$ cat config.mk
export PLATFORM = sky130hd
export DESIGN_NAME = pmcr_regs
export DESIGN_NICKNAME = d
export VERILOG_FILES = /design/src/hw/pmcr_pkg.sv /design/src/hw/pmcr_regs.sv
export SDC_FILE = /design/constraint.sdc
export NUM_CORES = 1
export LEC_CHECK = 0
export BUFFER_PORTS_ARGS = -buffer_cell sky130_fd_sc_hd__buf_4
export CAP_MARGIN = 25
export CELL_PAD_IN_SITES_DETAIL_PLACEMENT = 0
export CELL_PAD_IN_SITES_GLOBAL_PLACEMENT = 1
export CORE_UTILIZATION = 40
export CTS_BUF_LIST = sky130_fd_sc_hd__clkbuf_8
export CTS_CLUSTER_SIZE = 30
export DETAILED_ROUTE_END_ITERATION = 10
export PLACE_DENSITY = 0.89
export SLEW_MARGIN = 20
export SYNTH_ARGS = -nofsm -noshare
export SYNTH_HDL_FRONTEND = slang
export SYNTH_SLANG_ARGS = --single-unit
$ cat constraint.sdc
create_clock -name CLK -period 4.7 [get_ports CLK]
set_input_delay 0.94 -clock CLK [delete_from_list [all_inputs] [get_ports CLK]]
set_output_delay 0.94 -clock CLK [all_outputs]
set_load 0.005 [all_outputs]
$ cat src/hw/pmcr_pkg.sv
// Purpose: Constants for the power-management configuration register bank.
// Assumes: 8-bit special-function register bus with 8-bit addresses.
// Notes:   Offsets are byte addresses on the internal register bus.
package pmcr_pkg;

    // ************************************************************
    // Register offsets
    // ************************************************************
    localparam logic [7:0] PMCR_OFS_IRQ_EN   = 8'hec;
    localparam logic [7:0] PMCR_OFS_PERIPHERAL_CONFIG_STATUS   = 8'hf4;
    localparam logic [7:0] PMCR_OFS_POLICY   = 8'hf5;
    localparam logic [7:0] PMCR_OFS_RETAINED_SCRATCH_ONE = 8'hfb;
    localparam logic [7:0] PMCR_OFS_RETAINED_SCRATCH_TWO = 8'hfc;

    // ************************************************************
    // Field positions
    // ************************************************************
    localparam int PMCR_BIT_RX_WAKE    = 7;
    localparam int PMCR_BIT_RAIL_SRC   = 6;
    localparam int PMCR_BIT_SUPPLY_OK  = 5;
    localparam int PMCR_BIT_LOCK_FAULT = 4;
    localparam int PMCR_BIT_RESTORED   = 7;
    localparam int PMCR_BIT_SAG        = 5;
    localparam int PMCR_BIT_SWITCHOVER = 1;
    localparam int PMCR_BIT_DC_MON     = 0;

    // ************************************************************
    // Reset values and writable masks
    // ************************************************************
    localparam logic [1:0] PMCR_RST_POLICY   = 2'h0;
    localparam logic [1:0] PMCR_RST_RX_FUNC  = 2'h0;
    localparam logic [7:0] PMCR_RST_IRQ_EN   = 8'h00;
    localparam logic [7:0] PMCR_RST_SCRATCH  = 8'h00;
    localparam logic [7:0] PMCR_MASK_IRQ_EN  = 8'ha3;

    // Switchover policy and receive pin encodings.
    localparam logic [1:0] PMCR_POL_LOW_VDD  = 2'h0;
    localparam logic [1:0] PMCR_POL_LOW_BOTH = 2'h1;
    localparam logic [1:0] PMCR_RX_GPIO      = 2'h0;
    localparam logic [1:0] PMCR_RX_NO_WAKE   = 2'h1;
    localparam logic [1:0] PMCR_RX_WAKE      = 2'h3;

endpackage

$ cat src/hw/pmcr_regs.sv
// Purpose: Power-management special-function register bank.
// Assumes: Core register bus synchronous to CLK; status inputs synchronous.
// Notes:   Scratch pads use their own supply-loss reset, not RESET.
`timescale 1ns/1ps

// Summary of operation
// RL1: Policy field resets 00; 00 low supply, 01 supply or dc, 1x off.
// RL2: Software writes zero to policy bits 7..2; they read zero.
// RL3: Peripheral bit 7 set when receive edge woke core-off mode.
// RL4: Bit 6 reads switched rail source, 1 main, 0 battery.
// RL5: Bit 5 reads main supply good; reset value one.
// RL6: Bit 4 sticky lock-fault flag, set on lock loss.
// RL7: Acknowledge bit in register 0xD8 clears the lock-fault flag.
// RL8: Software keeps peripheral bits 3 and 2 zero.
// RL9: Receive pin function: 00 GPIO, 01 receive, 11 receive with wake.
// RL10: Enable bit 7 gates the supply-restored flag onto the interrupt.
// RL11: Enable bit 5 gates the voltage sag flag.
// RL12: Enable bit 1 gates the switchover flag.
// RL13: Enable bit 0 gates the dc monitor flag.
// RL14: Enable bits 4..2 kept clear by software; bit 6 reserved zero.
// RL15: Scratch pads are 8-bit read/write, reset zero, kept in power save.
// RL16: Scratch pads cleared only on loss of both supplies.
// RL17: Switchover flag set on change from main supply to battery.
// RL18: Dc monitor flag set when dc input drops below threshold.
// RL19: Interrupt asserted while any enabled flag is set.
module pmcr_regs
    import pmcr_pkg::*;
(
    input  wire logic       CLK,             // Core clock.
    input  wire logic       RESET,           // Sync reset, active high.
    input  wire logic       CLK_EN,          // Freezes state while low.
    input  wire logic       SUPPLY_LOSS_RST, // Both supplies lost, high.
    input  wire logic [7:0] SFR_ADDR,        // Register address.
    input  wire logic       SFR_WR,          // Write strobe.
    input  wire logic [7:0] SFR_WDATA,       // Write data.
    output logic      [7:0] SFR_RDATA,       // Read data.
    input  wire logic       RX_WAKE_EVENT,   // Receive edge woke the core.
    input  wire logic       RAIL_ON_MAIN,    // Rail fed by main supply.
    input  wire logic       MAIN_SUPPLY_OK,  // Main supply good.
    input  wire logic       LOCK_LOST,       // Multiplier lost lock pulse.
    input  wire logic       FAULT_ACK,       // Acknowledge write at 0xD8.
    input  wire logic       RESTORED_FLAG,   // Supply restored flag.
    input  wire logic       SAG_FLAG,        // Voltage sag flag.
    input  wire logic       SWITCHOVER_FLAG, // Switchover flag.
    input  wire logic       DC_MON_FLAG,     // Dc monitor flag.
    output logic      [1:0] SWITCH_POLICY,   // Policy field.
    output logic            SWITCH_ON_VDD,   // Switchover on low supply.
    output logic            SWITCH_ON_DC,    // Switchover also on low dc.
    output logic      [1:0] RX_PIN_FUNC,     // Receive pin function.
    output logic            RX_IS_SERIAL,    // Pin used as receive input.
    output logic            RX_WAKE_EN,      // Receive edges may wake.
    output logic            MONITOR_IRQ      // Monitor interrupt request.
);

    // ************************************************************
    // State
    // ************************************************************
    logic [1:0] policy_r,   policy_nxt;
    logic [1:0] rxfunc_r,   rxfunc_nxt;
    logic [7:0] irq_en_r,   irq_en_nxt;
    logic       rx_wake_r,  rx_wake_nxt;
    logic       fault_r,    fault_nxt;
    logic [7:0] retained_scratch_one_r, retained_scratch_one_nxt;
    logic [7:0] retained_scratch_two_r, retained_scratch_two_nxt;
    logic       rail_r,     rail_nxt;
    logic       supply_ok_r, supply_ok_nxt;
    logic       wr_peripheral_config_status,  wr_policy, wr_irq, wr_s1, wr_s2;

    // Address decode for writes. A core in reset issues no writes, and
    // gating them here keeps the pads untouched while RESET stands.
    assign wr_peripheral_config_status = SFR_WR && !RESET && (SFR_ADDR == PMCR_OFS_PERIPHERAL_CONFIG_STATUS);
    assign wr_policy = SFR_WR && !RESET && (SFR_ADDR == PMCR_OFS_POLICY);
    assign wr_irq    = SFR_WR && !RESET && (SFR_ADDR == PMCR_OFS_IRQ_EN);
    assign wr_s1     = SFR_WR && !RESET && (SFR_ADDR == PMCR_OFS_RETAINED_SCRATCH_ONE);
    assign wr_s2     = SFR_WR && !RESET && (SFR_ADDR == PMCR_OFS_RETAINED_SCRATCH_TWO);

    // ************************************************************
    // Next-state logic
    // ************************************************************
    // Control fields load on write; sticky flags give set priority over clear.
    always_comb begin
        policy_nxt   = policy_r;
        rxfunc_nxt   = rxfunc_r;
        irq_en_nxt   = irq_en_r;
        rx_wake_nxt  = rx_wake_r;
        fault_nxt    = fault_r;
        retained_scratch_one_nxt = retained_scratch_one_r;
        retained_scratch_two_nxt = retained_scratch_two_r;
        // RL4: rail source sampled
        rail_nxt      = RAIL_ON_MAIN;
        // RL5: supply good sampled
        supply_ok_nxt = MAIN_SUPPLY_OK;
        // RL1: policy field write
        if (wr_policy) begin
            policy_nxt = SFR_WDATA[1:0];
        end
        // RL9: receive pin function
        if (wr_peripheral_config_status) begin
            rxfunc_nxt = SFR_WDATA[1:0];
        end
        // RL14: reserved enables dropped
        if (wr_irq) begin
            irq_en_nxt = SFR_WDATA & PMCR_MASK_IRQ_EN;
        end
        // RL3: receive wake flag
        // Cleared by writing zero to bit 7; a wake event in the same
        // cycle wins so that no wake-up is lost.
        if (wr_peripheral_config_status && !SFR_WDATA[PMCR_BIT_RX_WAKE]) begin
            rx_wake_nxt = 1'b0;
        end
        if (RX_WAKE_EVENT) begin
            rx_wake_nxt = 1'b1;
        end
        // RL7: acknowledge clears fault
        if (FAULT_ACK) begin
            fault_nxt = 1'b0;
        end
        // RL6: lock loss sets fault
        if (LOCK_LOST) begin
            fault_nxt = 1'b1;
        end
        // RL15: scratch pad writes
        if (wr_s1) begin
            retained_scratch_one_nxt = SFR_WDATA;
        end
        if (wr_s2) begin
            retained_scratch_two_nxt = SFR_WDATA;
        end
    end

    // ************************************************************
    // Registers
    // ************************************************************
    // Main bank, set to its reset values by the ordinary reset.
    always_ff @(posedge CLK) begin
        if (RESET) begin
            policy_r    <= PMCR_RST_POLICY;
            rxfunc_r    <= PMCR_RST_RX_FUNC;
            irq_en_r    <= PMCR_RST_IRQ_EN;
            rx_wake_r   <= 1'b0;
            fault_r     <= 1'b0;
            rail_r      <= 1'b1;
            supply_ok_r <= 1'b1;
        end else if (CLK_EN) begin
            policy_r    <= policy_nxt;
            rxfunc_r    <= rxfunc_nxt;
            irq_en_r    <= irq_en_nxt;
            rx_wake_r   <= rx_wake_nxt;
            fault_r     <= fault_nxt;
            rail_r      <= rail_nxt;
            supply_ok_r <= supply_ok_nxt;
        end
    end

    // RL16: scratch survives RESET
    // Only loss of both supplies clears the pads, so software, watchdog
    // and multiplier resets, all routed to RESET, leave them alone.
    always_ff @(posedge CLK) begin
        if (SUPPLY_LOSS_RST) begin
            retained_scratch_one_r <= PMCR_RST_SCRATCH;
            retained_scratch_two_r <= PMCR_RST_SCRATCH;
        end else if (CLK_EN) begin
            retained_scratch_one_r <= retained_scratch_one_nxt;
            retained_scratch_two_r <= retained_scratch_two_nxt;
        end
    end

    // ************************************************************
    // Read mux and outputs
    // ************************************************************
    // Unmapped addresses read zero; RL2 and RL8 bits read zero.
    always_comb begin
        case (SFR_ADDR)
            PMCR_OFS_IRQ_EN:   SFR_RDATA = irq_en_r;
            PMCR_OFS_PERIPHERAL_CONFIG_STATUS:   SFR_RDATA = {rx_wake_r, rail_r, supply_ok_r,
                                            fault_r, 2'h0, rxfunc_r};
            PMCR_OFS_POLICY:   SFR_RDATA = {6'h00, policy_r};
            PMCR_OFS_RETAINED_SCRATCH_ONE: SFR_RDATA = retained_scratch_one_r;
            PMCR_OFS_RETAINED_SCRATCH_TWO: SFR_RDATA = retained_scratch_two_r;
            default:           SFR_RDATA = 8'h00;
        endcase
    end

    // RL1: policy decode
    assign SWITCH_POLICY = policy_r;
    assign SWITCH_ON_VDD = (policy_r == PMCR_POL_LOW_VDD)
                        || (policy_r == PMCR_POL_LOW_BOTH);
    assign SWITCH_ON_DC  = (policy_r == PMCR_POL_LOW_BOTH);
    // RL9: pin function decode
    assign RX_PIN_FUNC   = rxfunc_r;
    assign RX_IS_SERIAL  = (rxfunc_r != PMCR_RX_GPIO);
    assign RX_WAKE_EN    = (rxfunc_r == PMCR_RX_WAKE);

    // RL19: enabled flags raise request
    // RL10 RL11 RL12 RL13: per-flag gates
    // RL17 RL18: flags come from the monitor
    assign MONITOR_IRQ =
        (irq_en_r[PMCR_BIT_RESTORED]   && RESTORED_FLAG)
     || (irq_en_r[PMCR_BIT_SAG]        && SAG_FLAG)
     || (irq_en_r[PMCR_BIT_SWITCHOVER] && SWITCHOVER_FLAG)
     || (irq_en_r[PMCR_BIT_DC_MON]     && DC_MON_FLAG);

    // ************************************************************
    // Assertions
    // ************************************************************
    fault_set_a: assert property (@(posedge CLK) disable iff (RESET) // RL6
        (CLK_EN && LOCK_LOST) |=> fault_r)
        else $error("lock fault not set");
    fault_ack_a: assert property (@(posedge CLK) disable iff (RESET) // RL7
        (CLK_EN && FAULT_ACK && !LOCK_LOST) |=> !fault_r)
        else $error("lock fault not cleared");
    fault_hold_a: assert property (@(posedge CLK) disable iff (RESET) // RL6
        (fault_r && !FAULT_ACK) |=> fault_r)
        else $error("lock fault lost");
    rx_wake_a: assert property (@(posedge CLK) disable iff (RESET) // RL3
        (CLK_EN && RX_WAKE_EVENT) |=> rx_wake_r)
        else $error("wake flag not set");
    policy_rd_a: assert property (@(posedge CLK) disable iff (RESET) // RL2
        (SFR_ADDR == PMCR_OFS_POLICY) |-> SFR_RDATA[7:2] == 6'h00)
        else $error("policy upper bits not zero");
    policy_wr_a: assert property (@(posedge CLK) disable iff (RESET) // RL1
        (CLK_EN && SFR_WR && SFR_ADDR == PMCR_OFS_POLICY)
        |=> SWITCH_POLICY == $past(SFR_WDATA[1:0]))
        else $error("policy write lost");
    rx_func_a: assert property (@(posedge CLK) disable iff (RESET) // RL9
        RX_WAKE_EN |-> RX_IS_SERIAL && RX_PIN_FUNC == PMCR_RX_WAKE)
        else $error("receive function decode");
    irq_gate_a: assert property (@(posedge CLK) disable iff (RESET) // RL12
        (irq_en_r[PMCR_BIT_SWITCHOVER] && SWITCHOVER_FLAG) |-> MONITOR_IRQ)
        else $error("irq not raised");
    irq_rsv_a: assert property (@(posedge CLK) disable iff (RESET) // RL14
        (irq_en_r & ~PMCR_MASK_IRQ_EN) == 8'h00)
        else $error("reserved enable set");
    scratch_keep_a: assert property (@(posedge CLK) // RL16
        (RESET && !SUPPLY_LOSS_RST) |=> retained_scratch_one_r == $past(retained_scratch_one_r))
        else $error("scratch changed by reset");

    // Status flags, sampled supplies and field decodes.
    rx_hold_a: assert property (@(posedge CLK) disable iff (RESET) // RL3
        (rx_wake_r && !RX_WAKE_EVENT && !wr_peripheral_config_status) |=> rx_wake_r)
        else $error("wake flag lost");
    rx_clear_a: assert property (@(posedge CLK) disable iff (RESET) // RL3
        (CLK_EN && wr_peripheral_config_status && !SFR_WDATA[PMCR_BIT_RX_WAKE]
         && !RX_WAKE_EVENT) |=> !rx_wake_r)
        else $error("wake flag not cleared");
    rail_src_a: assert property (@(posedge CLK) disable iff (RESET) // RL4
        CLK_EN |=> rail_r == $past(RAIL_ON_MAIN))
        else $error("rail source not sampled");
    supply_ok_a: assert property (@(posedge CLK) disable iff (RESET) // RL5
        CLK_EN |=> supply_ok_r == $past(MAIN_SUPPLY_OK))
        else $error("supply good not sampled");
    policy_off_a: assert property (@(posedge CLK) disable iff (RESET) // RL1
        policy_r[1] |-> !SWITCH_ON_VDD && !SWITCH_ON_DC)
        else $error("switchover not disabled");
    rx_gpio_a: assert property (@(posedge CLK) disable iff (RESET) // RL9
        (RX_PIN_FUNC == PMCR_RX_GPIO) |-> !RX_IS_SERIAL && !RX_WAKE_EN)
        else $error("pin not general purpose");
    rx_nowake_a: assert property (@(posedge CLK) disable iff (RESET) // RL9
        (RX_PIN_FUNC == PMCR_RX_NO_WAKE) |-> RX_IS_SERIAL && !RX_WAKE_EN)
        else $error("receive without wake decode");
    rx_func_wr_a: assert property (@(posedge CLK) disable iff (RESET) // RL9
        (CLK_EN && wr_peripheral_config_status) |=> RX_PIN_FUNC == $past(SFR_WDATA[1:0]))
        else $error("pin function write lost");
    peripheral_config_status_rd_a: assert property (@(posedge CLK) disable iff (RESET) // RL4
        (SFR_ADDR == PMCR_OFS_PERIPHERAL_CONFIG_STATUS) |-> SFR_RDATA[3:2] == 2'h0
        && SFR_RDATA[PMCR_BIT_RAIL_SRC] == rail_r)
        else $error("peripheral read wrong");

    // Interrupt gating, one check per enable except switchover, plus the quiet case.
    irq_restored_a: assert property (@(posedge CLK) disable iff (RESET) // RL10
        (irq_en_r[PMCR_BIT_RESTORED] && RESTORED_FLAG) |-> MONITOR_IRQ)
        else $error("restored irq not raised");
    irq_sag_a: assert property (@(posedge CLK) disable iff (RESET) // RL11
        (irq_en_r[PMCR_BIT_SAG] && SAG_FLAG) |-> MONITOR_IRQ)
        else $error("sag irq not raised");
    irq_dc_a: assert property (@(posedge CLK) disable iff (RESET) // RL13
        (irq_en_r[PMCR_BIT_DC_MON] && DC_MON_FLAG) |-> MONITOR_IRQ)
        else $error("dc monitor irq not raised");
    irq_quiet_a: assert property (@(posedge CLK) disable iff (RESET) // RL19
        MONITOR_IRQ |-> (irq_en_r & {RESTORED_FLAG, 1'b0, SAG_FLAG, 3'h0,
                                     SWITCHOVER_FLAG, DC_MON_FLAG}) != 8'h00)
        else $error("irq without enabled flag");

    // Reset, clock freeze and scratch pad retention.
    rst_clear_a: assert property (@(posedge CLK) // RL1
        RESET |=> policy_r == PMCR_RST_POLICY && irq_en_r == PMCR_RST_IRQ_EN
        && !fault_r && !rx_wake_r)
        else $error("reset values wrong");
    freeze_a: assert property (@(posedge CLK) disable iff (RESET) // RL15
        !CLK_EN |=> policy_r == $past(policy_r) && fault_r == $past(fault_r))
        else $error("state moved while frozen");
    scratch_wr_a: assert property (@(posedge CLK) // RL15
        (CLK_EN && wr_s1 && !SUPPLY_LOSS_RST)
        |=> retained_scratch_one_r == $past(SFR_WDATA))
        else $error("scratch write lost");
    scratch_rd_a: assert property (@(posedge CLK) // RL15
        (SFR_ADDR == PMCR_OFS_RETAINED_SCRATCH_TWO) |-> SFR_RDATA == retained_scratch_two_r)
        else $error("scratch read wrong");
    retained_scratch_two_keep_a: assert property (@(posedge CLK) // RL16
        (RESET && !SUPPLY_LOSS_RST) |=> retained_scratch_two_r == $past(retained_scratch_two_r))
        else $error("second scratch changed by reset");
    scratch_clr_a: assert property (@(posedge CLK) // RL16
        SUPPLY_LOSS_RST |=> retained_scratch_one_r == PMCR_RST_SCRATCH
        && retained_scratch_two_r == PMCR_RST_SCRATCH)
        else $error("scratch not cleared on supply loss");

endmodule

# Word-level counts from Yosys, hierarchy flattened
# Index checks and enable logic that the tools add are counted.
[op_classes]
reduce_logical = 28
n_mux = 5
eq_ne = 7
[op_table]
columns = ["cell", "count"]
rows = [
  ["8-bit equality test, second input constant", 5],
  ["8-bit one-hot mux with 5 select lines", 1],
  ["2-bit AND reduction", 7],
  ["1-bit logical AND", 11],
  ["2-bit nonzero test", 3],
  ["1-bit logical OR", 4],
  ["1-bit 2-to-1 mux", 4],
  ["2-bit by 1-bit equality test with 1-bit output, second input constant", 1],
  ["2-bit equality test, second input constant", 1],
  ["1-bit logical NOT", 2],
  ["2-bit logical NOT", 1],
]
[totals]
out_inout_bits = 17
ff_bits = 28
wordCells = 49

# Logic depth before layout (Yosys ltp)
# Gate-level depths: netlist (run 1).
[logic_depth]
word_depth = 6
depth_mapped = 5
ltp_nobuf = 3

# Least setup slack after synthesis (run 1)
# No wires, ideal clock.
[synth_path]
path_kind = "in2out"
start = "input SFR_ADDR[1]"
end = "output SFR_RDATA[0]"
cell_stages = 3
slack_ns = 1.803
path_buffers = 0
t_required_ns = 3.760
arrival_time_ns = 1.957
cell_sequence = "or3b_1 nor3_1 a221o_1"
[synth_via]
elab_chain_len = 2
[synth_rtl]
columns = ["element", "line_no", "source"]
rows = [
  ["start: declaration", "pmcr_regs.sv:33", "input wire logic [7:0] SFR_ADDR,"],
  ["8-bit equality test", "pmcr_regs.sv:173", "case (SFR_ADDR)"],
  ["8-bit one-hot mux with 5 select lines (*)", "pmcr_regs.sv:173", ""],
  ["end: declaration", "pmcr_regs.sv:36", "output logic [7:0] SFR_RDATA,"],
]
# Every way passes the cells marked *; elsewhere a longest branch is shown, timed or not.

# Final worst setup path (run 1)
[layout_path]
start = "input SFR_ADDR[1]"
end = "output SFR_RDATA[5]"
# Same word-level chain as after synthesis.

==> results of run 1 <==
report_power, final:
group	total, mW	leakage, nW	switching, mW	internal [mW]
Clock	0.190	0.0357	0.0759	0.114
Sequential	0.240	0.226	0.00120	0.239
Combinational	0.0477	0.567	0.0222	0.0255
Total	0.478	0.829	0.0993	0.379
worst max-delay path: cells and delay by family:
family	cells	cell delay (ns)
buffers and inverters	2	0.23
and+or+nand+nor	2	0.99
AOI/OAI and AO/OA	1	0.28
flip-flops by register name (all words and copies together) (netlist names):
signal / count
rail_r: 1
retained_scratch_one_r: 8
fault_r: 1
rx_wake_r: 1
retained_scratch_two_r: 8
irq_en_r: 4
RX_PIN_FUNC: 2
SWITCH_POLICY: 2
supply_ok_r: 1
cell usage after synthesis (2+ instances only):
library cell,instances
nor2_1,4
nand2_1,15
inv_1,4
nand2b_1,24
a221o_1,6
nand3b_1,2
buf_2,3
nor4_4,2
dfxtp_1,28
clkbuf_1,3
a22oi_1,3
nor3_1,8
nor2b_1,2
mux2i_1,29
a22o_1,4
stage by stage:
step           power, mW  utilization  std cells  setup slack, ns  hold WS, ns
2_1_floorplan      0.268            -        153             1.80        0.442
3_3_place_gp       0.292        0.538        238             1.33        0.461
3_5_place_dp       0.294        0.538        238             1.32        0.470
4_1_cts            0.479        0.559        242             1.32        0.487
5_1_grt            0.494        0.559        242             1.25        0.509
6_report           0.478        0.559        242             1.31        0.480
path summary, 6_finish.rpt:
kind	from	to	slack, ns	depth (start not counted)
max	SFR_ADDR[1]	SFR_RDATA[5]	1.31	5
min	retained_scratch_one_r[2]	retained_scratch_one_r[2]	0.48	2
max reg2reg	irq_en_r[5]	irq_en_r[5]	3.88	2
min reg2reg	retained_scratch_one_r[2]	retained_scratch_one_r[2]	0.48	2
cell families (layout without fill, tap and decap cells):
group                  Yosys count  in the layout  share of synthesized area
AOI/OAI and AO/OA               16             16                     0.0936
buffers and inverters           11             54                     0.0332
DFF                             28             28                      0.381
muxes                           30             30                      0.205
and+or+nand+nor                 68             68                      0.287
layout make-up:
type / count / area share
sequential: 28 / 0.293
tap: 46 / 0.0301
inverter: 4 / 0.00786
timing repair buffer: 46 / 0.181
clock buffer: 3 / 0.0216
clock inverter: 1 / 0.0157
multi-input combinational: 114 / 0.451
per-layer routing:
layer  wire (microns)  vias up  part of all wire  track usage
met5                0        -                 0            0
li1                 -      635                 -            -
met4               34        0            0.0096       0.0581
met1             1630      581              0.46        0.251
met3              169        5             0.048       0.0255
met2             1700       35              0.48        0.313
==> run metrics, run 1 <==
Root Driver clkbuf_8; synth unique cells 31; Placement Cell Area 0.00184 sq mm; die height 62.6 microns; count of pins over their slew limit 0; critical path type in2out; Longest Clk Path Bufs 2; register bit total from synthesis 28; crit-path most repeated cell buf_4; Boundary Pins 47; Tightest Hold Check Type reg2reg; status completed; Req. time, crit path 3.76 ns; Multi-input gate area 861 sq um; CP Capture Type primary output; worst-path cell chain buf_4, or3b_1, nor3_1, a221o_1, buf_4; Reg area 561 sq um; DR pass1 iterations 4; hold buffers post-CTS 0; DR DRC count 0; Synth Flop Type dfxtp_1; post-synthesis sequential area ratio 0.381; hpwl dp 2.78 mm; Synth Cell Area 0.00147 sq mm; number of enable flip-flop cells after synthesis 0; most common cell after layout, fill and taps aside buf_4; Mapped Nets 183; Num CTS Buffers 3; H-tree levels 1; Filler cells 317; CTS clk-pin slew, worst paths 0.09 ns; initial DRC count 59; Skew-Pair Late Insertion Delay 0.27 ns; max_slew headroom 0.476; IO Port Bufs 46; DR vias 1,256; max-cap viol count 0; P&R area growth vs syn 30.0%; static leakage 0.829 nW; vias per std cell 5.19; Synth Warn # 0; most frequent cells in the layout buf_4, mux2i_1, dfxtp_1, nand2b_1, nand2_1; Final Hold Viols 0; first-pass GRT wire length 5.92 mm; share of cells above drive strength 1 0.291; clock skew 0 ns; Setup Viol. Count Final 0; largest net degree at the start of global routing 25; FP Rows 21; Tcrit/Tclk final 0.722; final setup TNS 0 ns; number of nets in the layout 227; Async SR Flop Fraction 0; antenna-violating nets left 0; starting density of the core 0.430; crit path max-delay cell type nor3_1; area of the core 0.00342 sq mm; post-CTS sizing 0; pwr dens 250 mW/mm^2; fin crit period 3.39 ns; Detailed Route WL 3.53 mm; Routability Congestion 0.765; die area 0.00392 sq mm; post-CTS setup buffer count 0; peak supply drop 0.123 mV; CP startpoint kind primary input; Area contributors post-synth dfxtp_1, mux2i_1, nand2b_1; Worst Tran Pin Value 0.780 ns; initial antenna violation count 0; Yosys top cell by area dfxtp_1; RSZ-0062 raised after global routing no; CTS tree built; vias in the first global route 1,267; post-route cell area 0.00191 sq mm; GRT Util Overall 0.188; CP peak stage delay 0.57 ns; Die Wd 62.6 microns; Post-Syn Instances 153; Fmax achieved 295 MHz; clk sink count 28; CP Max Fanout 6; GR Overflow Total 0; CP arrival 2.45 ns; Ant. Diodes 0; Yosys top cell area share 0.381; Syn Area/Cell 9.61 sq um; WL per Instance 14.6 microns
Note: power is estimated with default switching activity, not from simulation.
==> run 2: changes to the inputs <==
Settings changed: CORE_UTILIZATION 40 to 35, PLACE_DENSITY 0.89 to 0.82.
Clock period 4.7 ns to 3.1 ns, I/O delays scaled along.
==> run metrics, run 2 (synthesized netlist as in run 1, its figures left out) <==
Tightest Hold Check Type reg2reg; vias in the first global route 1,274 (+0.55%); Tcrit/Tclk final 0.817; DR pass1 iterations 4 (unchanged); max_slew headroom 0.484 (+0.00805); pwr dens 376 mW/mm^2 (+50%); initial antenna violation count 0 (unchanged); post-CTS sizing 0 (unchanged); RSZ-0062 raised after global routing no; Detailed Route WL 3.51 mm (-0.59%); Multi-input gate area 861 sq um (unchanged); top flop regs retained_scratch_one_r: 8 flops, retained_scratch_two_r: 8 flops, irq_en_r: 4 flops; IO Port Bufs 46 (unchanged); most frequent cells in the layout buf_4, mux2i_1, dfxtp_1, nand2b_1, nand2_1; H-tree levels 1 (unchanged); Filler cells 403 (+27%); Die Wd 66.8 microns (+6.7%); Worst Tran Pin Value 0.768 ns (-0.0120 ns); Setup Viol. Count Final 0 (unchanged); CP startpoint kind primary input; share of cells above drive strength 1 0.302 (+0.0107); number of nets in the layout 230 (+1.3%); CTS clk-pin slew, worst paths 0.10 ns (about the same); hold buffers post-CTS 0 (unchanged); Num CTS Buffers 3 (unchanged); DR vias 1,257 (+0.080%); GRT Util Overall 0.170 (-0.0184); Seq pwr share 0.501 (-0.002); starting density of the core 0.365 (-0.0655); count of pins over their slew limit 0 (unchanged); initial DRC count 39 (-34%); critical path type in2out; Gate power share 0.100 (about the same); Routability Congestion 0.775 (+1.3%); Ant. Diodes 0 (unchanged); hpwl dp 2.76 mm (-0.72%); most common cell after layout, fill and taps aside buf_4; CTS tree built; Reg area 561 sq um (unchanged); peak supply drop 0.131 mV (+6.4%); antenna-violating nets left 0 (unchanged); GR Overflow Total 0 (unchanged); Skew-Pair Late Insertion Delay 0.27 ns (about the same); internal power 0.575 mW (+52%); Final Hold Viols 0 (unchanged); Total Power 0.728 mW (+52%); final setup TNS 0 ns (unchanged); clock skew 0 ns (unchanged); max-cap viol count 0 (unchanged); FP Rows 23 (+9.5%); Fmax achieved 395 MHz; power share of the clock group 0.399 (+0.002); Root Driver clkbuf_8; P&R area growth vs syn 31.8%; P_sw 0.153 mW (+54%); vias per std cell 5.05 (-2.7%); reg-to-reg setup timing slack 2.27 ns (-1.61 ns); largest net degree at the start of global routing 25 (unchanged); Req. time, crit path 2.48 ns (-1.28 ns); DR DRC count 0 (unchanged); Longest Clk Path Bufs 2 (unchanged); fin crit period 2.53 ns; WL per Instance 14.1 microns (-3.4%); switching part of the total 0.210 (+0.00277); Boundary Pins 47 (unchanged); CP Capture Type primary output; pre-CTS setup slack 0.604 ns (-0.714 ns); Hold WS 0.484 ns (+0.00398 ns); status completed; area of the core 0.00403 sq mm (+18%); clk sink count 28 (unchanged); CP arrival 1.91 ns (-0.54 ns); static leakage 0.844 nW (+1.8%); die area 0.00446 sq mm (+14%); die height 66.8 microns (+6.7%); CP Max Fanout 5 (-1); first-pass GRT wire length 5.77 mm (-2.6%); final worst slack 0.568 ns (-0.741 ns); post-CTS setup buffer count 0 (unchanged)
-- run 2: changes by cell type in the layout (fill, tap and decap cells not counted) --
| cell | change |
|---|---|
| buf_4 | +3 |
-- run 2: layout make-up --
class / count / share of cell area
flip-flops and latches: 28 / 0.289
inverters: 4 / 0.00775
repair buffers: 49 / 0.190
well taps: 50 / 0.0323
clock inverters: 1 / 0.0155
clock buffers: 3 / 0.0213
multi-input cells: 114 / 0.444
-- run 2: power by group through the flow --
stage,registers (mW),clock network (mW),logic [mW]
5_1_grt,0.366,0.313,0.0796
2_1_floorplan,0.372,0,0.0343
6_report,0.365,0.291,0.0726
3_5_place_dp,0.373,0,0.0730
4_1_cts,0.365,0.295,0.0734
3_3_place_gp,0.373,0,0.0713
-- run 2: per-stage QoR --
step	cell area, sq um	cells	utilization
finish	1940	249	0.481
detailed placement	1870	245	0.463
CTS	1940	249	0.481
global placement	1870	245	0.463
floorplan	1470	153	-
global route	1940	249	0.481
-- run 2: path summary, 6_finish.rpt --
path | start | endpoint | cells after the start
setup / recovery | SFR_ADDR[1] | SFR_RDATA[7] | 6
hold / removal | retained_scratch_two_r[4] | retained_scratch_two_r[4] | 2
setup reg to reg | irq_en_r[5] | irq_en_r[5] | 2
hold reg to reg | retained_scratch_two_r[4] | retained_scratch_two_r[4] | 2
-- run 2: metal layers --
layer	vias to the layer above	GRT usage	wire length, microns
met3	8	0.0257	141
met4	0	0.0665	63
met5	-	0	0
met1	577	0.215	1580
met2	31	0.285	1730
li1	641	-	-
-- run 2: critical path, cell delays in order --
cell and delay, ns:
buf_4 0.12, or3b_1 0.41, nor3_1 0.30, buf_4 0.20, a221o_1 0.14, buf_4 0.10
==> run 3: changes to the inputs <==
Settings changed: CORE_UTILIZATION 35 to 39, PLACE_DENSITY 0.82 to 0.87.
Clock period 3.1 ns to 2.5 ns, I/O delays scaled along.
==> run metrics, run 3 (synthesized netlist as in run 1, its figures left out) <==
met2 usage 0.310 (+0.0245); CP Max Fanout 6 (+1); peak supply drop 0.243 mV (+86%); crit path max-delay cell type or3b_1; number of nets in the layout 231 (+0.43%); area of the core 0.00347 sq mm (-14%); Routability Congestion 0.826 (+6.6%); static leakage 0.850 nW (+0.68%); max_slew headroom 0.605 (+0.120); DR pass1 iterations 4 (unchanged); Root Driver clkbuf_8; crit-path most repeated cell buf_4; final setup TNS 0 ns (unchanged); CTS clk-pin slew, worst paths 0.09 ns (about the same); Num CTS Buffers 3 (unchanged); Tightest Hold Check Type in2reg; Req. time, crit path 2.00 ns (-0.48 ns); P&R area growth vs syn 32.3%; die height 63.4 microns (-5.1%); CP arrival 1.74 ns (-0.17 ns); Placement Cell Area 0.00187 sq mm (+0.13%); top flop regs retained_scratch_one_r: 8 flops, retained_scratch_two_r: 8 flops, irq_en_r: 4 flops; pwr dens 462 mW/mm^2 (+23%); met1 GRT Util 0.246 (+0.0308); antenna-violating nets left 0 (unchanged); Tcrit/Tclk final 0.897; GR Overflow Total 0 (unchanged); initial DRC count 38 (-2.6%); Final Hold Viols 0 (unchanged); clock skew 0 ns (unchanged); WL per Instance 14.4 microns (+2.1%); most frequent cells in the layout buf_4, mux2i_1, dfxtp_1, nand2b_1, nand2_1; Hold WS 0.429 ns (-0.0544 ns); critical path type in2out; share of cells above drive strength 1 0.310 (+0.00849); clk sink count 28 (unchanged); post-CTS setup buffer count 0 (unchanged); Reg area 561 sq um (unchanged); FP Rows 21 (-8.7%); starting density of the core 0.424 (+0.0590); CP Capture Type primary output; CP peak stage delay 0.42 ns (about the same); vias in the first global route 1,221 (-4.2%); DR vias 1,283 (+2.1%); Die Wd 63.4 microns (-5.1%); GR peak layer met2; GRT Util Overall 0.186 (+0.0161); Detailed Route WL 3.54 mm (+0.91%); Boundary Pins 47 (unchanged); vias per std cell 5.22 (+3.3%); Filler cells 331 (-18%); Multi-input gate area 866 sq um (+0.58%); count of pins over their slew limit 0 (unchanged); Setup Viol. Count Final 0 (unchanged); die area 0.00402 sq mm (-10%); Fmax achieved 446 MHz; IO Port Bufs 46 (unchanged); hpwl dp 2.77 mm (+0.30%); H-tree levels 1 (unchanged); RSZ-0062 raised after global routing no; most common cell after layout, fill and taps aside buf_4; hold buffers post-CTS 0 (unchanged); CP startpoint kind primary input; Ant. Diodes 0 (unchanged); post-route cell area 0.00195 sq mm (+0.39%); worst-path cell chain buf_4, or3b_1, nor3_2, a221o_1, buf_4; met3 GRT Util 0.0181 (-0.00757); Skew-Pair Late Insertion Delay 0.27 ns (about the same); largest net degree at the start of global routing 25 (unchanged); CTS tree built; status completed; Longest Clk Path Bufs 2 (unchanged); Worst Tran Pin Value 0.588 ns (-0.180 ns); DR DRC count 0 (unchanged); fin crit period 2.24 ns; initial antenna violation count 0 (unchanged); max-cap viol count 0 (unchanged); first-pass GRT wire length 5.85 mm (+1.4%)
==> run 3: timing repair <==
item / in CTS / in global routing
endpoints found under the setup margin: 0 / 6
resized for setup: 0 / 1
hold endpoints to repair: 0 / 0
==> run 3: layout make-up <==
cell class                      count  area share
Clock inverter                      1      0.0154
Timing Repair Buffer               50       0.193
Inverter                            4     0.00772
Tap cell                           46      0.0296
Multi-Input combinational cell    114       0.445
Sequential cell                    28       0.288
Clock buffer                        3      0.0212
==> run 3: final timing paths <==
path | cells after the start | endpoint | startpoint | slack, ns
max reg2reg | 2 | irq_en_r[5] | irq_en_r[5] | 1.69
min | 2 | fault_r | RESET | 0.43
min reg2reg | 2 | retained_scratch_one_r[4] | retained_scratch_one_r[4] | 0.48
max | 5 | SFR_RDATA[1] | SFR_ADDR[1] | 0.26
==> run 3: per-layer routing <==
metal  vias to the layer above  share of wire
met5                         -              0
met4                         0          0.011
met3                         2          0.042
met2                        29           0.47
met1                       609           0.48
li1                        643              -
==> run 3: power breakdown <==
group	internal [mW]	switching, mW
Sequential	0.450	0.00238
Combinational	0.0486	0.0423
Clock	0.214	0.141
Total	0.713	0.186
==> run 3: worst max-delay path: cells and delay by family <==
kind                   cells  cell delay, ns
AOI/OAI and AO/OA          1            0.24
buffers and inverters      2            0.24
and+or+nand+nor            2            0.76
==> run 3: through the flow <==
step / utilization / worst slack, ns / total power [mW] / std cells
after floorplan: - / 0.483 / 0.504 / 153
after global placement: 0.539 / 0.0147 / 0.551 / 242
after detailed placement: 0.539 / 0.0105 / 0.553 / 242
after CTS: 0.560 / 0.00658 / 0.906 / 246
after global routing: 0.561 / 0.188 / 0.940 / 246
final: 0.561 / 0.258 / 0.899 / 246
